**src/shared/spi_otp_pkg.sv**
```systemverilog
package spi_otp_pkg;

   // ----------------------------------------------------------------
   // Array and link geometry
   // ----------------------------------------------------------------
   localparam int ADDR_W = 16;
   localparam int DATA_W = 8;
   localparam int OPCODE_W = 8;
   localparam int PIN_COUNT = 4;

   // ----------------------------------------------------------------
   // Instruction codes, compared after the don't-care bit is masked
   // ----------------------------------------------------------------
   localparam logic [7:0] OP_MASK = 8'hf7;
   localparam logic [7:0] OP_MEM_READ = 8'h03;
   localparam logic [7:0] OP_STATUS_READ = 8'h05;
   localparam logic [7:0] OP_IDENT_READ = 8'h15;

   // ----------------------------------------------------------------
   // Fixed answers and counter end points
   // ----------------------------------------------------------------
   localparam logic [7:0] STATUS_CODE = 8'h8c;
   localparam logic [3:0] BIT_CNT_RESET = 4'h0;
   localparam logic [2:0] BYTE_LAST_BIT = 3'h7;
   localparam logic [3:0] ADDR_LAST_BIT = 4'hf;
   localparam logic [15:0] ROM_ADDR_RESET = 16'h0000;
   localparam logic [15:0] ADDR_STEP = 16'h0001;

   // ----------------------------------------------------------------
   // Pin group and decoder states
   // ----------------------------------------------------------------
   typedef struct packed {
      logic cs_n;
      logic sck;
      logic si;
      logic hold_n;
   } spi_pins_t;

   localparam spi_pins_t PINS_RESET = '{cs_n: 1'b1, sck: 1'b0, si: 1'b0, hold_n: 1'b1};

   typedef enum logic [6:0] {
      ST_IDLE   = 7'b0000001,
      ST_OPCODE = 7'b0000010,
      ST_DUMMY  = 7'b0000100,
      ST_ADDR   = 7'b0001000,
      ST_READ   = 7'b0010000,
      ST_STATUS = 7'b0100000,
      ST_IDENT  = 7'b1000000
   } dec_state_t;

   // Unsupported opcodes park in idle; a flag keeps decoding shut until deselect
   localparam dec_state_t ST_IGNORE = ST_IDLE;

endpackage

```
**src/pin_sync.sv**
```systemverilog
`timescale 1ns/100ps
`default_nettype none

module pin_sync #(
   parameter int WIDTH = 4,
   parameter logic [WIDTH-1:0] RESET_VAL = '0
) (
   input wire logic clk_in,               // System clock
   input wire logic rst_in,               // Synchronous reset, active high
   input wire logic [WIDTH-1:0] d_in,     // Asynchronous pin levels
   output logic [WIDTH-1:0] q_out         // Levels after two flip-flops
);

   logic [WIDTH-1:0] meta;

   // ----------------------------------------------------------------
   // Two-stage synchroniser, first stage read only by the second
   // ----------------------------------------------------------------
   genvar i;
   generate
      for (i = 0; i < WIDTH; i = i + 1) begin : g_bit
         always_ff @(posedge clk_in) begin
            if (rst_in) begin
               meta[i] <= RESET_VAL[i];
               q_out[i] <= RESET_VAL[i];
            end else begin
               meta[i] <= d_in[i];
               q_out[i] <= meta[i];
            end
         end
      end
   endgenerate

endmodule

`default_nettype wire

```
**src/spi_otp_read_port.sv**
```systemverilog
// Notes on behaviour
// - Only memory read, status read and identity read are decoded.
// - Unsupported opcode: stay silent, SO undriven until deselected.
// - Instruction starts at chip select fall: 8-bit opcode, then for memory read a dummy byte and address.
// - While selected, opcode and address bits shift in from SI on SCK.
// - Everything on the link travels most significant bit first.
// - Pause input freezes the link, keeping bit position and state.
// - Works in SPI modes 0 and 3, sampling SI on rising edges.
// - Array holds 65536 bytes, picked by a 16-bit address.
// - Serial pins answer only while chip select is low.
// - Read: opcode, dummy byte, A15..A0, then data out, SI ignored.
// - Read address increments per byte and wraps to zero.
// - Status read returns 8CH repeatedly, MSB first.
// - Identity read returns maker code then device code.
`timescale 1ns/100ps
`default_nettype none

module spi_otp_read_port
   import spi_otp_pkg::*;
#(
   parameter logic [7:0] MFR_CODE = 8'h5a,   // Arbitrary value
   parameter logic [7:0] DEV_CODE = 8'ha5    // Arbitrary value
) (
   input wire logic clk_in,                  // System clock, 100 MHz
   input wire logic rst_in,                  // Synchronous reset, active high
   input wire logic cs_n_in,                 // Chip select pin, active low
   input wire logic sck_in,                  // Serial clock pin
   input wire logic si_in,                   // Serial data in pin
   input wire logic hold_n_in,               // Pause pin, active low
   input wire logic [DATA_W-1:0] rom_data_in, // Array byte at rom_addr_out
   output logic so_out,                      // Serial data out level
   output logic so_oe_out,                   // Serial out enable, high drives
   output logic [ADDR_W-1:0] rom_addr_out    // Array byte address
);

   spi_pins_t raw_pins;
   spi_pins_t pins_s;
   logic sck_d;
   logic active;
   logic rise;
   logic fall;
   dec_state_t state;
   logic [3:0] bit_cnt;
   logic [ADDR_W-1:0] shift_in;
   logic [OPCODE_W-1:0] opcode;
   logic started;
   logic opened;
   logic ident_second;
   logic is_data;
   logic [DATA_W-1:0] tx_byte;

   // ----------------------------------------------------------------
   // Pin synchronisation and serial clock edges
   // ----------------------------------------------------------------
   assign raw_pins = '{cs_n: cs_n_in, sck: sck_in, si: si_in, hold_n: hold_n_in};

   pin_sync #(
      .WIDTH(PIN_COUNT),
      .RESET_VAL(PINS_RESET)
   ) u_pin_sync (
      .clk_in(clk_in),
      .rst_in(rst_in),
      .d_in(raw_pins),
      .q_out(pins_s)
   );

   always_ff @(posedge clk_in) begin
      if (rst_in) begin
         sck_d <= PINS_RESET.sck;
      end else begin
         sck_d <= pins_s.sck;
      end
   end

   // pause gates edges
   // Edges seen during a pause are dropped, so they cannot advance state
   assign active = !pins_s.cs_n && pins_s.hold_n;
   assign rise = active && pins_s.sck && !sck_d;
   assign fall = active && !pins_s.sck && sck_d;

   assign opcode = {shift_in[OPCODE_W-2:0], pins_s.si};
   assign is_data = (state == ST_READ) || (state == ST_STATUS) || (state == ST_IDENT);

   function automatic dec_state_t decode(input logic [OPCODE_W-1:0] op);
      logic [OPCODE_W-1:0] masked;
      masked = op & OP_MASK;
      if (masked == OP_MEM_READ) begin
         decode = ST_DUMMY;
      end else if (masked == OP_STATUS_READ) begin
         decode = ST_STATUS;
      end else if (masked == OP_IDENT_READ) begin
         decode = ST_IDENT;
      end else begin
         decode = ST_IGNORE;
      end
   endfunction

   // ----------------------------------------------------------------
   // Instruction sequencer
   // ----------------------------------------------------------------
   // deselect rearms decoder
   always_ff @(posedge clk_in) begin
      if (rst_in || pins_s.cs_n) begin
         state <= ST_IDLE;
         bit_cnt <= BIT_CNT_RESET;
      end else if (state == ST_IDLE && !opened) begin
         state <= ST_OPCODE;
         bit_cnt <= BIT_CNT_RESET;
      end else if (rise) begin
         case (state)
            ST_OPCODE: begin
               if (bit_cnt[2:0] == BYTE_LAST_BIT) begin
                  state <= decode(opcode);
                  bit_cnt <= BIT_CNT_RESET;
               end else begin
                  bit_cnt <= bit_cnt + 4'h1;
               end
            end
            ST_DUMMY: begin
               if (bit_cnt[2:0] == BYTE_LAST_BIT) begin
                  state <= ST_ADDR;
                  bit_cnt <= BIT_CNT_RESET;
               end else begin
                  bit_cnt <= bit_cnt + 4'h1;
               end
            end
            ST_ADDR: begin
               if (bit_cnt == ADDR_LAST_BIT) begin
                  state <= ST_READ;
                  bit_cnt <= BIT_CNT_RESET;
               end else begin
                  bit_cnt <= bit_cnt + 4'h1;
               end
            end
            ST_READ, ST_STATUS, ST_IDENT: begin
               bit_cnt <= {1'b0, bit_cnt[2:0] + 3'h1};
            end
            default: begin
               bit_cnt <= bit_cnt;
            end
         endcase
      end
   end

   // park until deselect
   // Only one opcode per selection: after an unsupported one the idle
   // state must not reopen the opcode phase, or trailing bits would decode
   always_ff @(posedge clk_in) begin
      if (rst_in || pins_s.cs_n) begin
         opened <= 1'b0;
      end else if (state == ST_IDLE) begin
         opened <= 1'b1;
      end
   end

   always_ff @(posedge clk_in) begin
      if (rst_in || pins_s.cs_n) begin
         shift_in <= ROM_ADDR_RESET;
      end else if (rise && (state == ST_OPCODE || state == ST_ADDR)) begin
         shift_in <= {shift_in[ADDR_W-2:0], pins_s.si};
      end
   end

   // ----------------------------------------------------------------
   // Array address counter
   // ----------------------------------------------------------------
   // 16-bit byte address
   // increment with wrap
   // Address moves on the last rising edge of a byte so the array has
   // half a serial period to settle before the next byte is loaded
   always_ff @(posedge clk_in) begin
      if (rst_in) begin
         rom_addr_out <= ROM_ADDR_RESET;
      end else if (rise && state == ST_ADDR && bit_cnt == ADDR_LAST_BIT) begin
         rom_addr_out <= {shift_in[ADDR_W-2:0], pins_s.si};
      end else if (rise && state == ST_READ && bit_cnt[2:0] == BYTE_LAST_BIT) begin
         rom_addr_out <= rom_addr_out + ADDR_STEP;
      end
   end

   // maker then device code
   // After the device code the pair repeats
   always_ff @(posedge clk_in) begin
      if (rst_in || state != ST_IDENT) begin
         ident_second <= 1'b0;
      end else if (rise && bit_cnt[2:0] == BYTE_LAST_BIT) begin
         ident_second <= !ident_second;
      end
   end

   // ----------------------------------------------------------------
   // Serial output
   // ----------------------------------------------------------------
   always_comb begin
      case (state)
         ST_READ: tx_byte = rom_data_in;
         ST_STATUS: tx_byte = STATUS_CODE;
         ST_IDENT: tx_byte = ident_second ? DEV_CODE : MFR_CODE;
         default: tx_byte = 8'h00;
      endcase
   end

   always_ff @(posedge clk_in) begin
      if (rst_in) begin
         so_out <= 1'b0;
      end else if (fall && is_data) begin
         so_out <= tx_byte[~bit_cnt[2:0]];
      end
   end

   always_ff @(posedge clk_in) begin
      if (rst_in || pins_s.cs_n) begin
         started <= 1'b0;
      end else if (fall && is_data) begin
         started <= 1'b1;
      end
   end

   always_ff @(posedge clk_in) begin
      if (rst_in) begin
         so_oe_out <= 1'b0;
      end else begin
         so_oe_out <= active && is_data && (started || fall);
      end
   end
endmodule

`default_nettype wire

```
**config.mk**
```make
export PLATFORM = sky130hd
export DESIGN_NAME = spi_otp_read_port
export DESIGN_NICKNAME = d
export VERILOG_FILES = /design/src/shared/spi_otp_pkg.sv /design/src/pin_sync.sv /design/src/spi_otp_read_port.sv
export SDC_FILE = /design/constraint.sdc
export NUM_CORES = 1
export LEC_CHECK = 0
export ABC_AREA = 1
export BUFFER_PORTS_ARGS = -buffer_cell sky130_fd_sc_hd__buf_2
export CORE_MARGIN = 2
export CORE_UTILIZATION = 45
export CTS_CLUSTER_DIAMETER = 150
export CTS_CLUSTER_SIZE = 10
export DETAILED_ROUTE_END_ITERATION = 6
export GPL_ROUTABILITY_DRIVEN = 0
export PLACE_DENSITY = 0.64
export SYNTH_ARGS = -nofsm -noshare
export SYNTH_HDL_FRONTEND = slang
export SYNTH_SLANG_ARGS = --single-unit
```
**constraint.sdc**
```tcl
create_clock -name clk_in -period 1.8 [get_ports clk_in]
set_input_delay 0.18 -clock clk_in [delete_from_list [all_inputs] [get_ports clk_in]]
set_output_delay 0.18 -clock clk_in [all_outputs]
set_load 0.02 [all_outputs]
```
==> flow_metrics.env <==
export IMPL_ys_seq_elements=56
export IMPL_fin_crit_sh_pct=91.4
export IMPL_start_util_pct=46.1
export IMPL_wl_per_cell_um=12.3
export IMPL_die_area_mm2=0.00713
export IMPL_route_detailed_drc=0
export IMPL_drive_above_1_share_pct=20.6
export IMPL_cts_tree="yes"
export IMPL_fin_nets=477
export IMPL_clk_pin_slew_ns=0.11
export IMPL_avgSynthCellArea_um2=6.98
export IMPL_fp_dieH_um=84.4
export IMPL_crit_slowest_cell="dfxtp_2"
export IMPL_antenna_cells=0
export IMPL_p_leak_nw=1.44
export IMPL_antenna_left=0
export IMPL_syn_inst=417
export IMPL_swShare_pct=23.4
export IMPL_period_minus_slack_ns=1.65
export IMPL_wirelength_um=6590
export IMPL_min_path_type="input pin to flop"
export IMPL_grt_pass1_vias=2427
export IMPL_final_common_cell="nand2_1"
export IMPL_syn_to_final_growth_pct=14.4
export IMPL_overflow=0
export IMPL_final_cell_mix="92 x nand2_1, 54 x inv_1, 54 x dfxtp_1"
export IMPL_dp_cells=530
export IMPL_fmaxAchievable_mhz=608
export IMPL_dpl_cell_area_mm2=0.00321
export IMPL_crit_path_max_fanout=5
export IMPL_ys_seq_area_share_pct=38.5
export IMPL_tightestPinTransition_ns=0.461
export IMPL_fill_cells=646
export IMPL_finClkSkew_ns=0.00973
export IMPL_endpoint_kind="flop"
export IMPL_rows=29
export IMPL_worst_path_largest_cell_delay_ns=0.39
export IMPL_grt_max_degree=21
export IMPL_path_buf_inv=1
export IMPL_clk_path_buf_depth=2
export IMPL_clkPwrFrac_pct=35.3
export IMPL_synth_cell_type_count=36
export IMPL_grt_pass1_wl_um=11500
export IMPL_yosys_warnings=0
export IMPL_synthTopCellsByArea="dfxtp_1 39%, nand2_1 12%, inv_1 7.0%"
export IMPL_h_tree_depth=2
export IMPL_grt_usage_pct=19.5
export IMPL_vias=2707
export IMPL_synth_top_area_share_pct=38.5
export IMPL_clkLatencyLatePin_ns=0.32
export IMPL_portBuffers=31
export IMPL_p_int_mw=1.55
export IMPL_p_sw_uw=474
export IMPL_outcome="completed"
export IMPL_first_iter_violations=204
export IMPL_synth_largest_area_cell="dfxtp_1"
export IMPL_hold_viol=0
export IMPL_syn_nets=434
export IMPL_worstPathArrival_ns=1.86
export IMPL_cp_start_kind="flop"
export IMPL_coreArea_mm2=0.00631
export IMPL_pwr_share_comb_pct=2.7
export IMPL_seqPwrFrac_pct=62.0
export IMPL_post_layout_nonfiller_instances=538
export IMPL_multi_input_area_mm2=0.00151
export IMPL_drv_slew=0
export IMPL_cts_root_buffer="clkbuf_8"
export IMPL_dieWidth_um=84.4
export IMPL_io_pins=32
export IMPL_cp_required_ns=2.01
export IMPL_antenna_found_initial=0
export IMPL_fin_area_mm2=0.00333
export IMPL_critPathTopFamily="simple AND/OR/NAND/NOR gates"
export IMPL_ff_latch_area_mm2=0.00112
export IMPL_peakVddDrop_v=0.000323
export IMPL_first_pass_iters=5
export IMPL_path_class="flop to flop"
export IMPL_dp_hpwl_um=4950
export IMPL_maxCapViolations=0
export IMPL_numCtsBuffers=5
export IMPL_power_total_mw=2.02
export IMPL_final_setup_worst_slack_ns=0.155
export IMPL_place_ws_ns=0.0639
export IMPL_path_cells="ha_1 -> nand2_1 -> nor2_2 -> nand2_2 -> nor2_2 -> xor2_1 -> nor2_1 -> o21ai_0 -> inv_1"
export IMPL_maxSlewHeadroom_pct=69.0
export IMPL_crit_top_cell="nor2_2"
export IMPL_setup_viol=0
export IMPL_drt_vias_per_instance=5.03
export IMPL_postCtsHoldBufs=0
export IMPL_synth_cell_area_mm2=0.00291
export IMPL_powerDensity_mw_per_mm2=608
export IMPL_cts_num_sinks=56
## registers in the layout (all words and copies together), names as in the netlist, 4 cells and up
signal,count
bit_cnt,4
state,7
u_pin_sync.q_out,4
shift_in,15
u_pin_sync.meta,4
rom_addr_out,16
## worst register-to-register path: stages, from the launching register on
cell     delay (ns)
dfxtp_2        0.39
ha_1           0.17
nand2_1        0.09
nor2_2         0.16
nand2_2        0.11
nor2_2         0.15
xor2_1         0.15
nor2_1         0.05
o21ai_0        0.20
inv_1          0.07
## cell type report
cell class / instances / share of cell area, %
clock inverter: 3 / 0.676
tap: 77 / 2.89
timing repair buffer: 43 / 7.37
multi-input combinational: 287 / 45.4
sequential: 56 / 33.7
inverter: 67 / 7.82
clock buffer: 5 / 2.07
## stage by stage
step,hold WS [ns],utilization (%),setup TNS [ns]
finish,0.0391,52.7,0
global route,0.0276,52.7,-0.00870
CTS,0.0312,52.3,0
detailed placement,0.365,50.8,0
global placement,0.363,50.8,0
floorplan,0.284,-,0
## cells in the mapped netlist
master,instances
or2_0,1
inv_4,1
nor2_1,38
buf_2,1
clkbuf_1,3
nand2_2,5
nor3b_1,1
a21oi_1,30
o21ai_0,16
o21ai_1,6
ha_1,3
nor2_8,1
nor4_1,2
nor3_1,6
clkinv_1,2
nor2_2,4
inv_1,54
o31ai_1,1
buf_4,1
o221ai_1,1
nor2_4,2
o211ai_1,4
inv_2,10
nand2_4,3
dfxtp_1,56
xnor2_1,3
nand3_4,2
o22ai_1,4
buf_6,2
a31oi_1,5
xor2_1,9
nand2_1,93
o221ai_2,2
or2_2,5
nand4_1,6
nand3_1,34
## per-layer routing
layer  routed length [µm]  GRT usage (%)
met1                 3340           29.9
met2                 2810           28.4
met3                  403           3.74
met4                   42           4.76
met5                    0              0
## logic make-up after synthesis
logic type	count (synthesis)	synth area share, %
buffers and inverters	74	10.3
and+or+nand+nor	203	32.8
AOI/OAI and AO/OA	69	13.5
adders and majority gates	3	1.29
xor gates and xnor gates	12	3.61
DFF	56	38.5
## power groups by stage
stage | Combinational, mW | Clock, mW | Sequential, mW
floorplan | 0.0331 | 0 | 1.28
global placement | 0.0551 | 0 | 1.28
detailed placement | 0.0553 | 0 | 1.28
CTS | 0.0554 | 0.725 | 1.25
global route | 0.0628 | 0.777 | 1.26
finish | 0.0548 | 0.716 | 1.25
## worst paths after layout
check	start	endpoint	slack, ns	depth (start not counted)
hold / removal	cs_n_in	u_pin_sync.meta[3]$_SDFF_PP1_	0.04	2
setup reg to reg	rom_addr_out[0]$_SDFFE_PP0P_	rom_addr_out[10]$_SDFFE_PP0P_	0.15	9
hold reg to reg	u_pin_sync.meta[2]$_SDFF_PP0_	u_pin_sync.q_out[2]$_SDFF_PP0_	0.41	2
setup / recovery	rom_addr_out[0]$_SDFFE_PP0P_	rom_addr_out[10]$_SDFFE_PP0P_	0.15	9
## repair_timing
action	4_1_cts	5_1_grt
setup buffers	0	0
resized for setup	1	10
endpoints found under the setup margin	1	13
(Power assumes the default switching activity.)
